## src/hdl/load_monitor_defines.svh

```systemverilog
// Purpose: offsets, field positions, reset values and timing counts of the load monitor
// Assumes: 25 MHz control clock, APB byte addresses on 8 bits
// Notes:   torque values are whole percent of nominal motor torque
`ifndef LOAD_MONITOR_DEFINES_SVH
`define LOAD_MONITOR_DEFINES_SVH

// register byte offsets
`define LM_CTRL_OFS        8'h00
`define LM_NORMAL_OFS      8'h04
`define LM_OVER_MARG_OFS   8'h08
`define LM_UNDER_MARG_OFS  8'h0c
`define LM_OVER_DEL_OFS    8'h10
`define LM_UNDER_DEL_OFS   8'h14
`define LM_START_DEL_OFS   8'h18
`define LM_ABS_MARG_OFS    8'h1c
`define LM_MIN_SPEED_OFS   8'h20
`define LM_INV_STEP_OFS    8'h24
`define LM_STATUS_OFS      8'h28
`define LM_IRQ_STAT_OFS    8'h2c
`define LM_IRQ_EN_OFS      8'h30
`define LM_IRQ_CLR_OFS     8'h34
`define LM_CURVE_BASE_OFS  8'h40

// ctrl field positions
`define LM_CTRL_ALARM_LSB  0
`define LM_CTRL_TRIP_LSB   2
`define LM_CTRL_RAMP_BIT   4
`define LM_CTRL_REF_LSB    5

// reset values
`define LM_CTRL_RST        7'h00
`define LM_NORMAL_RST      10'h064
`define LM_CURVE_RST       10'h064
`define LM_MARGIN_RST      9'h00f
`define LM_ABS_MARG_RST    5'h03
`define LM_MIN_SPEED_RST   15'h0000
`define LM_INV_STEP_RST    16'h0000

// limits
`define LM_MARGIN_MAX      9'h190
`define LM_START_MAX_S     12'he10
`define LM_DELAY_MAX_MS    17'h15f90
`define LM_REF_TYPE_MAX    2'h2

// timing
`define LM_CLK_HZ          25000000
`define LM_TICK_US         1000
`define LM_TICK_CYCLES     ((`LM_CLK_HZ / 1000000) * `LM_TICK_US)
`define LM_PERSIST_DEF_MS  17'h00064
`define LM_START_DEF_S     12'h002
`define LM_MS_PER_S        22'h0003e8
`define LM_PCT_SCALE       21'h000064

`endif

```

## src/hdl/lm_pkg.sv

```systemverilog
// Purpose: types shared by the load monitor files
// Assumes: nothing beyond the defines header
// Notes:   field widths follow the register layout
package lm_pkg;
   typedef enum logic [1:0] {
      ST_IDLE      = 2'b00,
      ST_WAIT_RAMP = 2'b01,
      ST_DELAY     = 2'b11,
      ST_ARMED     = 2'b10
   } start_state_e;

   typedef enum logic [1:0] {
      REF_FIXED = 2'h0,
      REF_CURVE = 2'h1,
      REF_REL   = 2'h2
   } ref_type_e;

   typedef struct packed {
      logic [1:0] ref_type;
      logic       ramp_alarm;
      logic [1:0] trip_sel;
      logic [1:0] alarm_sel;
   } ctrl_s;

   typedef struct packed {
      logic        run;
      logic        accel;
      logic        decel;
      logic [9:0]  load;
      logic [14:0] speed;
   } drive_s;

   typedef struct packed {
      logic        psel;
      logic        penable;
      logic        pwrite;
      logic [7:0]  paddr;
      logic [31:0] pwdata;
   } apb_req_s;
endpackage

```

## src/hdl/persist_timer.sv

```systemverilog
// Purpose: persistence timer, raises active after cond held longer than limit ticks
// Assumes: tick is a one-cycle pulse on the same clock
// Notes:   any drop of cond restarts the count and clears active
`timescale 1ns/1ps
module persist_timer #(
   parameter int CW = 17
) (
   input  logic          clk,
   input  logic          rst,
   input  logic          tick,
   input  logic          cond,
   input  logic [CW-1:0] limit,
   output logic          active
);
   if (CW < 2) begin : g_bad_cw
      $error("persist_timer: CW too small");
   end

   logic [CW-1:0] cnt_q;

   always_ff @(posedge clk) begin
      if (rst || !cond) begin
         cnt_q  <= '0;
         active <= 1'b0;
      end else if (tick && !active) begin
         if (cnt_q >= limit) begin
            active <= 1'b1;
         end else begin
            cnt_q <= cnt_q + 1'b1;
         end
      end
   end
endmodule

```

## src/hdl/load_monitor_alarm.sv

```systemverilog
// Purpose: load monitor with over/underload alarms, trip request and APB registers
// Assumes: DRIVE and TRIP_RESET come from logic on MCLK; APB on MCLK
// Notes:   one wait state on every APB access; alarms lag the load by two cycles
//
// What this block does
// - alarm select: 0 none, 1 underload, 2 overload, 3 both.
// - trip select uses the same codes, default off, picks alarms that trip.
// - ramp alarm 0 suppresses alarms during ramps, 1 keeps them; default 0.
// - with ramp alarms on, start delay counts from run; no alarm before expiry.
// - with ramp alarms off, start delay counts from end of acceleration.
// - start delay 0 to 3600 s, default 2 s.
// - reference type: 0 fixed, 1 load curve, 2 relative curve; default fixed.
// - fixed mode uses one normal load over the whole speed range.
// - curve mode interpolates 9 points over 8 equal speed steps.
// - relative mode margin is a fraction of curve load, floored by absolute margin.
// - overload margin is a band above reference, 0 to 400 %, default 15 %.
// - relative mode margins are percent of curve torque at present speed.
// - overload alarm after load above level longer than delay, 0 to 90 s.
// - underload alarm after load below level longer than delay, default 0.1 s.
// - underload margin is a band below reference, 0 to 400 %, default 15 %.
`timescale 1ns/1ps
`include "load_monitor_defines.svh"
module load_monitor_alarm #(
   parameter int TICK_CYCLES = `LM_TICK_CYCLES
) (
   input  logic             MCLK,
   input  logic             RST,
   input  lm_pkg::apb_req_s APB,
   output logic [31:0]      PRDATA,
   output logic             PREADY,
   output logic             PSLVERR,
   input  lm_pkg::drive_s   DRIVE,
   input  logic             TRIP_RESET,
   output logic             OVER_ALARM,
   output logic             UNDER_ALARM,
   output logic             TRIP_REQ,
   output logic             IRQ
);
   import lm_pkg::*;

   if (TICK_CYCLES < 2 || TICK_CYCLES > 32767) begin : g_bad_tick
      $error("load_monitor_alarm: TICK_CYCLES out of range");
   end

   ctrl_s                ctrl_q;
   logic [9:0]           normal_q;
   logic [8:0]           over_marg_q;
   logic [8:0]           under_marg_q;
   logic [16:0]          over_del_q;
   logic [16:0]          under_del_q;
   logic [11:0]          start_s_q;
   logic [4:0]           abs_marg_q;
   logic [14:0]          min_speed_q;
   logic [15:0]          inv_step_q;
   logic [9:0]           curve_q [0:8];
   logic [2:0]           irq_stat_q;
   logic [2:0]           irq_en_q;
   start_state_e         st_q;
   start_state_e         st_d;
   logic [21:0]          sd_cnt_q;
   logic [14:0]          pre_q;
   logic                 tick_q;
   logic [9:0]           ref_q;
   logic                 above_q;
   logic                 below_q;
   logic                 over_prev_q;
   logic                 under_prev_q;
   logic                 trip_prev_q;

   // apb decode
   wire        acc      = APB.psel && APB.penable && PREADY;
   wire        wr       = acc && APB.pwrite;
   wire [7:0]  a        = APB.paddr;
   wire [31:0] wd       = APB.pwdata;
   wire        aligned  = (a[1:0] == 2'b00);
   wire        curve_hit = aligned && (a[7:6] == 2'b01) && (a[5:2] <= 4'h8);
   wire [3:0]  curve_idx = a[5:2];
   wire        hit_ctrl  = aligned && (a == `LM_CTRL_OFS);
   wire        hit_norm  = aligned && (a == `LM_NORMAL_OFS);
   wire        hit_om    = aligned && (a == `LM_OVER_MARG_OFS);
   wire        hit_um    = aligned && (a == `LM_UNDER_MARG_OFS);
   wire        hit_od    = aligned && (a == `LM_OVER_DEL_OFS);
   wire        hit_ud    = aligned && (a == `LM_UNDER_DEL_OFS);
   wire        hit_sd    = aligned && (a == `LM_START_DEL_OFS);
   wire        hit_abs   = aligned && (a == `LM_ABS_MARG_OFS);
   wire        hit_minsp = aligned && (a == `LM_MIN_SPEED_OFS);
   wire        hit_inv   = aligned && (a == `LM_INV_STEP_OFS);
   wire        hit_stat  = aligned && (a == `LM_STATUS_OFS);
   wire        hit_is    = aligned && (a == `LM_IRQ_STAT_OFS);
   wire        hit_ie    = aligned && (a == `LM_IRQ_EN_OFS);
   wire        hit_ic    = aligned && (a == `LM_IRQ_CLR_OFS);
   wire        mapped    = hit_ctrl | hit_norm | hit_om | hit_um | hit_od | hit_ud | hit_sd
                         | hit_abs | hit_minsp | hit_inv | hit_stat | hit_is | hit_ie
                         | hit_ic | curve_hit;

   // out-of-range margin, delay and start writes saturate at the documented maximum; a bad reference type falls back to fixed
   wire [8:0]  marg_w   = (wd[8:0] > `LM_MARGIN_MAX || wd[31:9] != '0) ? `LM_MARGIN_MAX
                                                                         : wd[8:0];
   wire [16:0] del_w    = (wd[16:0] > `LM_DELAY_MAX_MS || wd[31:17] != '0) ? `LM_DELAY_MAX_MS
                                                                             : wd[16:0];
   wire [11:0] start_w  = (wd[11:0] > `LM_START_MAX_S || wd[31:12] != '0) ? `LM_START_MAX_S
                                                                          : wd[11:0];
   wire [1:0]  ref_wr   = wd[`LM_CTRL_REF_LSB +: 2];
   wire [1:0]  reft_w   = (ref_wr > `LM_REF_TYPE_MAX) ? REF_FIXED : ref_wr;
   wire ctrl_s ctrl_w   = '{ref_type: reft_w, ramp_alarm: wd[`LM_CTRL_RAMP_BIT],
                            trip_sel: wd[`LM_CTRL_TRIP_LSB +: 2],
                            alarm_sel: wd[`LM_CTRL_ALARM_LSB +: 2]};

   wire [31:0] status_w = {17'h00000, ref_q, st_q, TRIP_REQ, UNDER_ALARM, OVER_ALARM};
   wire [31:0] rdata    = hit_ctrl  ? {25'h0, ctrl_q} :
                          hit_norm  ? {22'h0, normal_q} :
                          hit_om    ? {23'h0, over_marg_q} :
                          hit_um    ? {23'h0, under_marg_q} :
                          hit_od    ? {15'h0, over_del_q} :
                          hit_ud    ? {15'h0, under_del_q} :
                          hit_sd    ? {20'h0, start_s_q} :
                          hit_abs   ? {27'h0, abs_marg_q} :
                          hit_minsp ? {17'h0, min_speed_q} :
                          hit_inv   ? {16'h0, inv_step_q} :
                          hit_stat  ? status_w :
                          hit_is    ? {29'h0, irq_stat_q} :
                          hit_ie    ? {29'h0, irq_en_q} :
                          curve_hit ? {22'h0, curve_q[curve_idx]} : 32'h0000_0000;

   always_ff @(posedge MCLK) begin
      if (RST) begin
         PREADY  <= 1'b0;
         PRDATA  <= 32'h0000_0000;
         PSLVERR <= 1'b0;
      end else begin
         PREADY  <= APB.psel && APB.penable && !PREADY;
         PRDATA  <= (APB.psel && !APB.pwrite) ? rdata : 32'h0000_0000;
         PSLVERR <= APB.psel && APB.penable && !PREADY && !mapped;
      end
   end

   always_ff @(posedge MCLK) begin
      if (RST) begin
         ctrl_q       <= `LM_CTRL_RST;
         normal_q     <= `LM_NORMAL_RST;
         over_marg_q  <= `LM_MARGIN_RST;
         under_marg_q <= `LM_MARGIN_RST;
         over_del_q   <= `LM_PERSIST_DEF_MS;
         under_del_q  <= `LM_PERSIST_DEF_MS;
         start_s_q    <= `LM_START_DEF_S;
         abs_marg_q   <= `LM_ABS_MARG_RST;
         min_speed_q  <= `LM_MIN_SPEED_RST;
         inv_step_q   <= `LM_INV_STEP_RST;
         irq_en_q     <= 3'h0;
      end else if (wr) begin
         if (hit_ctrl)  ctrl_q       <= ctrl_w;
         if (hit_norm)  normal_q     <= wd[9:0];
         if (hit_om)    over_marg_q  <= marg_w;
         if (hit_um)    under_marg_q <= marg_w;
         if (hit_od)    over_del_q   <= del_w;
         if (hit_ud)    under_del_q  <= del_w;
         if (hit_sd)    start_s_q    <= start_w;
         if (hit_abs)   abs_marg_q   <= wd[4:0];
         if (hit_minsp) min_speed_q  <= wd[14:0];
         if (hit_inv)   inv_step_q   <= wd[15:0];
         if (hit_ie)    irq_en_q     <= wd[2:0];
      end
   end

   for (genvar i = 0; i < 9; i++) begin : g_curve
      always_ff @(posedge MCLK) begin
         if (RST) begin
            curve_q[i] <= `LM_CURVE_RST;
         end else if (wr && curve_hit && curve_idx == 4'(i)) begin
            curve_q[i] <= wd[9:0];
         end
      end
   end

   // millisecond tick
   always_ff @(posedge MCLK) begin
      if (RST || pre_q == 15'(TICK_CYCLES - 1)) begin
         pre_q <= 15'h0000;
      end else begin
         pre_q <= pre_q + 15'h0001;
      end
      tick_q <= !RST && (pre_q == 15'(TICK_CYCLES - 1));
   end

   // curve interpolation; inv_step holds 65536 / speed step
   wire [14:0] sp_off   = (DRIVE.speed > min_speed_q) ? DRIVE.speed - min_speed_q : 15'h0000;
   wire [30:0] pos      = sp_off * inv_step_q;
   wire        past_end = (pos[30:16] >= 15'h0008);
   wire [3:0]  seg      = past_end ? 4'h8 : {1'b0, pos[18:16]};
   wire [7:0]  frac     = past_end ? 8'h00 : pos[15:8];
   wire [9:0]  lo       = curve_q[seg];
   wire [9:0]  hi       = past_end ? curve_q[8] : curve_q[seg + 4'h1];
   wire signed [10:0] diff  = $signed({1'b0, hi}) - $signed({1'b0, lo});
   wire signed [19:0] prodi = diff * $signed({1'b0, frac});
   wire signed [11:0] rsum  = $signed({2'b00, lo}) + prodi[19:8];
   wire [9:0]  ref_curve = rsum[9:0];
   wire [9:0]  ref_w     = (ctrl_q.ref_type == REF_FIXED) ? normal_q : ref_curve;

   // comparisons in hundredths of percent, avoids a divider
   wire [20:0] ref100   = 21'(ref_q) * `LM_PCT_SCALE;
   wire [20:0] load100  = 21'(DRIVE.load) * `LM_PCT_SCALE;
   wire [20:0] abs100   = 21'(abs_marg_q) * `LM_PCT_SCALE;
   wire [20:0] om_rel   = 21'(ref_q) * 21'(over_marg_q);
   wire [20:0] um_rel   = 21'(ref_q) * 21'(under_marg_q);
   wire        rel      = (ctrl_q.ref_type == REF_REL);
   wire [20:0] om_w     = rel ? ((om_rel < abs100) ? abs100 : om_rel)
                              : 21'(over_marg_q) * `LM_PCT_SCALE;
   wire [20:0] um_w     = rel ? ((um_rel < abs100) ? abs100 : um_rel)
                              : 21'(under_marg_q) * `LM_PCT_SCALE;

   always_ff @(posedge MCLK) begin
      if (RST) begin
         ref_q   <= `LM_NORMAL_RST;
         above_q <= 1'b0;
         below_q <= 1'b0;
      end else begin
         ref_q   <= ref_w;
         above_q <= load100 > ref100 + om_w;
         below_q <= load100 + um_w < ref100;
      end
   end

   // start delay sequencer
   wire [21:0] sd_target = 22'(start_s_q) * `LM_MS_PER_S;
   wire        sd_done   = (sd_cnt_q >= sd_target);

   always_comb begin
      st_d = st_q;
      case (st_q)
         ST_IDLE: begin
            if (DRIVE.run) st_d = ctrl_q.ramp_alarm ? ST_DELAY : ST_WAIT_RAMP;
         end
         ST_WAIT_RAMP: begin
            if (!DRIVE.accel) st_d = ST_DELAY;
         end
         ST_DELAY: begin
            if (sd_done) st_d = ST_ARMED;
         end
         ST_ARMED: begin
            st_d = ST_ARMED;
         end
         default: begin
            st_d = ST_IDLE;
         end
      endcase
      if (!DRIVE.run) st_d = ST_IDLE;
   end

   always_ff @(posedge MCLK) begin
      if (RST) begin
         st_q     <= ST_IDLE;
         sd_cnt_q <= 22'h000000;
      end else begin
         st_q     <= st_d;
         sd_cnt_q <= (st_q != ST_DELAY) ? 22'h000000 : sd_cnt_q + 22'(tick_q && !sd_done);
      end
   end

   // gating: armed, ramp window, selector
   wire ramping    = DRIVE.accel || DRIVE.decel;
   wire window_ok  = (st_q == ST_ARMED) && (ctrl_q.ramp_alarm || !ramping);
   wire over_cond  = window_ok && ctrl_q.alarm_sel[1] && above_q;
   wire under_cond = window_ok && ctrl_q.alarm_sel[0] && below_q;

   persist_timer #(.CW(17)) u_over (
      .clk    (MCLK),
      .rst    (RST),
      .tick   (tick_q),
      .cond   (over_cond),
      .limit  (over_del_q),
      .active (OVER_ALARM)
   );

   persist_timer #(.CW(17)) u_under (
      .clk    (MCLK),
      .rst    (RST),
      .tick   (tick_q),
      .cond   (under_cond),
      .limit  (under_del_q),
      .active (UNDER_ALARM)
   );

   wire trip_set = (OVER_ALARM && ctrl_q.trip_sel[1]) || (UNDER_ALARM && ctrl_q.trip_sel[0]);
   // set beats a reset pulse in the same cycle
   wire [2:0] ev = {TRIP_REQ && !trip_prev_q, UNDER_ALARM && !under_prev_q,
                    OVER_ALARM && !over_prev_q};

   always_ff @(posedge MCLK) begin
      if (RST) begin
         TRIP_REQ     <= 1'b0;
         over_prev_q  <= 1'b0;
         under_prev_q <= 1'b0;
         trip_prev_q  <= 1'b0;
         irq_stat_q   <= 3'h0;
         IRQ          <= 1'b0;
      end else begin
         TRIP_REQ     <= trip_set || (TRIP_REQ && !TRIP_RESET);
         over_prev_q  <= OVER_ALARM;
         under_prev_q <= UNDER_ALARM;
         trip_prev_q  <= TRIP_REQ;
         irq_stat_q   <= ev | (irq_stat_q & ~((wr && hit_ic) ? wd[2:0] : 3'h0));
         IRQ          <= |(irq_stat_q & irq_en_q);
      end
   end
endmodule

```

## config.mk

```make
export PLATFORM = sky130hd
export DESIGN_NAME = load_monitor_alarm
export DESIGN_NICKNAME = d
export VERILOG_FILES = /design/src/hdl/lm_pkg.sv /design/src/hdl/persist_timer.sv /design/src/hdl/load_monitor_alarm.sv
export VERILOG_INCLUDE_DIRS = /design/src /design/src/hdl
export SDC_FILE = /design/constraint.sdc
export NUM_CORES = 2
export LEC_CHECK = 0
export ABC_CLOCK_PERIOD_IN_PS = 18660
export BUFFER_PORTS_ARGS = -buffer_cell sky130_fd_sc_hd__buf_4
export CORE_MARGIN = 5
export CORE_UTILIZATION = 59
export CTS_CLUSTER_DIAMETER = 30
export DETAILED_ROUTE_END_ITERATION = 8
export PLACE_DENSITY = 0.79
export SLEW_MARGIN = 20
export SYNTH_ARGS = -nofsm -noshare
export SYNTH_HDL_FRONTEND = slang
export SYNTH_SLANG_ARGS = --single-unit
```

## constraint.sdc

```tcl
create_clock -name MCLK -period 18.66 [get_ports MCLK]
set_clock_uncertainty 0.1 [all_clocks]
set_input_delay 0.933 -clock MCLK [delete_from_list [all_inputs] [get_ports MCLK]]
set_output_delay 0.933 -clock MCLK [all_outputs]
set_load 0.02 [all_outputs]
```

==> run metrics <==
status complete, but fails checks; failing checks DRC; Die Span Y around 280 um; Max Fclk 56.5 MHz; Rows 99; Tot GR Track Use 30.5%; Leakage ~0.023 uW; DRT iter0 DRCs 3046; Hold Violations, Final 0; Vias 36300; Tmin final 17700 ps; critical path class in2reg; clk sinks roughly 330; Syn-to-layout area delta 10.1%; leading post-synthesis cells by cell area fa_1 20%, ha_1 16%, dfxtp_1 11%, inv_1 6.9%, edfxtp_1 6.3%; Pwr Density 47.3 nW/um2; slowest cell delay on critical path 540 ps; Seq cells post-synth 325; element type at the critical path end flop; Synth warnings 0; clock latency on the worst-skew pair approximately 600 ps; core box area a little over 70000 um2; Synth Cell Area 43000 um2; drt via density 5.97; Synth Flop Type dfxtp_1; Worst EP arrival 18090 ps; Die ar. roughly 78000 um2; routed len/inst 20.0 um; worst endpoint required time 19050 ps; R2R cell count between 80 and 90; Routed WL 121000 um; DRC Markers 4; Buffers on Ports 96; clock root buffer clkbuf_16; Slew @ Worst Pin 1100 ps; Worst setup SP type primary input; CTS buffer count 66; initial antenna violation count 7; Slew Viols, Final 0; Post-Synthesis Cells 4999; pin count of the biggest net entering global routing 56; worst slack at placement -336 ps; Post-synth EDFFs 90; Initial Util 59.3%; final RePlAce weighted congestion 0.963; final worst-path cycle share 94.9%; fin nets 6116; number of library cell types mapped by synthesis 86; Final Total Pwr 2240 uW; Peak VDD IR about 0.000059 V; crit path max fanout 13; Routed Antenna Nets 0; synth cell count leaders 796 x inv_1, 579 x nand2_1, 563 x ha_1; area share of the largest cell type after synthesis 19.6%; Post-CTS Hold Buffers 0; Clock Path Buffers 3; sequential area share after synthesis 17.2%; Slowest-stage cell, CP fa_1; IO Pins roughly 110; # setup viols final 0; Hold Path Class reg2reg; maxcap violations 0; top-count cell post-synth inv_1; hold depth 1; ys async rst share 0%; DPL Wire Length 94600 um; most used cell along the critical path fa_1; first-pass GRT wire length 193000 um; DRT Pass-1 Iters 9; grt total ovfl 0; setup_tns 0 ps; vias in the first global route 36400; Avg Inst Size Synth 8.60 um2; Die X 280 um; # fillers 5883; max_slew headroom 25.9%; CTS tree built; layout cell share with drive strength beyond 1 under 10%; worst setup margin roughly 960 ps; area leader, netlist fa_1; Clock transition at path regs 40 ps; H-tree Lvls 3
-- area by class of cell --
cell class / instances / area [um2] / share of cell area [%]
Tap cell: 959 / 1200 / 2.53
Multi-Input combinational cell: 3670 / 32000 / 67.5
Clock buffer: 88 / 1860 / 3.92
Timing Repair Buffer: 197 / 1510 / 3.19
Sequential cell: 325 / 7410 / 15.6
Inverter: 798 / 3000 / 6.33
Antenna cell: 5 / 12.5 / 0.0264
Clock inverter: 32 / 413 / 0.872
-- report_power, final --
group	leakage [uW]	switching (uW)	internal [uW]
logic	0.0190	190	129
registers	0.00275	7.23	733
clock network	0.00109	406	777
-- path summary, 6_finish.rpt --
kind / start / endpoint / slack (ps)
max: DRIVE[0] / ref_q[9] / 960
min: pre_q[0] / pre_q[0] / 340
min reg2reg: pre_q[0] / pre_q[0] / 340
max reg2reg: min_speed_q[2] / ref_q[9] / 1030
-- per-layer routing --
metal	track usage, %	share of wire, %
met1	39.4	39
met5	0	0.011
met2	50.2	47
met4	11.9	4.4
met3	6.78	10
-- cell usage in the layout, fill, tap and decap left out, drive strengths merged, types with 40 or more instances in the layout --
| cell type | count |
|---|---|
| nor3 | 86 |
| nand4 | 40 |
| fa | 421 |
| or3 | 44 |
| edfxtp | 90 |
| buf | 196 |
| clkbuf | 88 |
| and2 | 236 |
| nand3 | 92 |
| ha | 563 |
| xor2 | 65 |
| and3 | 44 |
| a21oi | 271 |
| mux2i | 56 |
| a22oi | 44 |
| nor2 | 268 |
| o21ai | 158 |
| xnor2 | 131 |
| a21o | 69 |
| inv | 804 |
| dfxtp | 235 |
| nor2b | 43 |
| nand2 | 581 |
| mux4 | 56 |
-- state kept, by name (all words and copies together) (netlist names), 16 cells and up --
signal and flops:
curve_q 90, sd_cnt_q 22, PRDATA 17, over_del_q 17, u_over.cnt_q 17, u_under.cnt_q 17
under_del_q 17, inv_step_q 16
-- stage by stage --
stage	cell area [um2]	util, %	hold WS, ps	instances
2_1_floorplan	43100	-	318	5013
3_3_place_gp	44800	61.7	331	5936
3_5_place_dp	44800	61.7	346	5936
4_1_cts	47000	64.8	351	6056
5_1_grt	47400	65.2	364	6069
6_report	47400	65.3	345	6074
-- worst max-delay path, delay by kind of cell --
| family | cells | cell delay [ps] |
|---|---|---|
| AOI/OAI and AO/OA | 32 | 5100 |
| adders and majority gates | 16 | 6740 |
| xor gates and xnor gates | 7 | 1140 |
| muxes | 2 | 630 |
| buffers and inverters | 12 | 1170 |
| and+or+nand+nor | 14 | 2350 |
-- cells by family after synthesis --
logic type	count (synthesis)	share of synthesized area, %
simple gates	1551	17.4
buf+inv	1018	9.13
fa+ha+maj	984	36.0
compound gates	802	11.8
flops	325	17.2
xor+xnor	196	4.01
mux	122	4.50
other cells	1	0.00872
-- repair_timing --
| action | in CTS | in global routing |
|---|---|---|
| setup endpoints to repair | 0 | 7 |
| buffers inserted | 0 | 12 |
| gates resized for setup | 0 | 60 |
(Power assumes the default switching activity.)
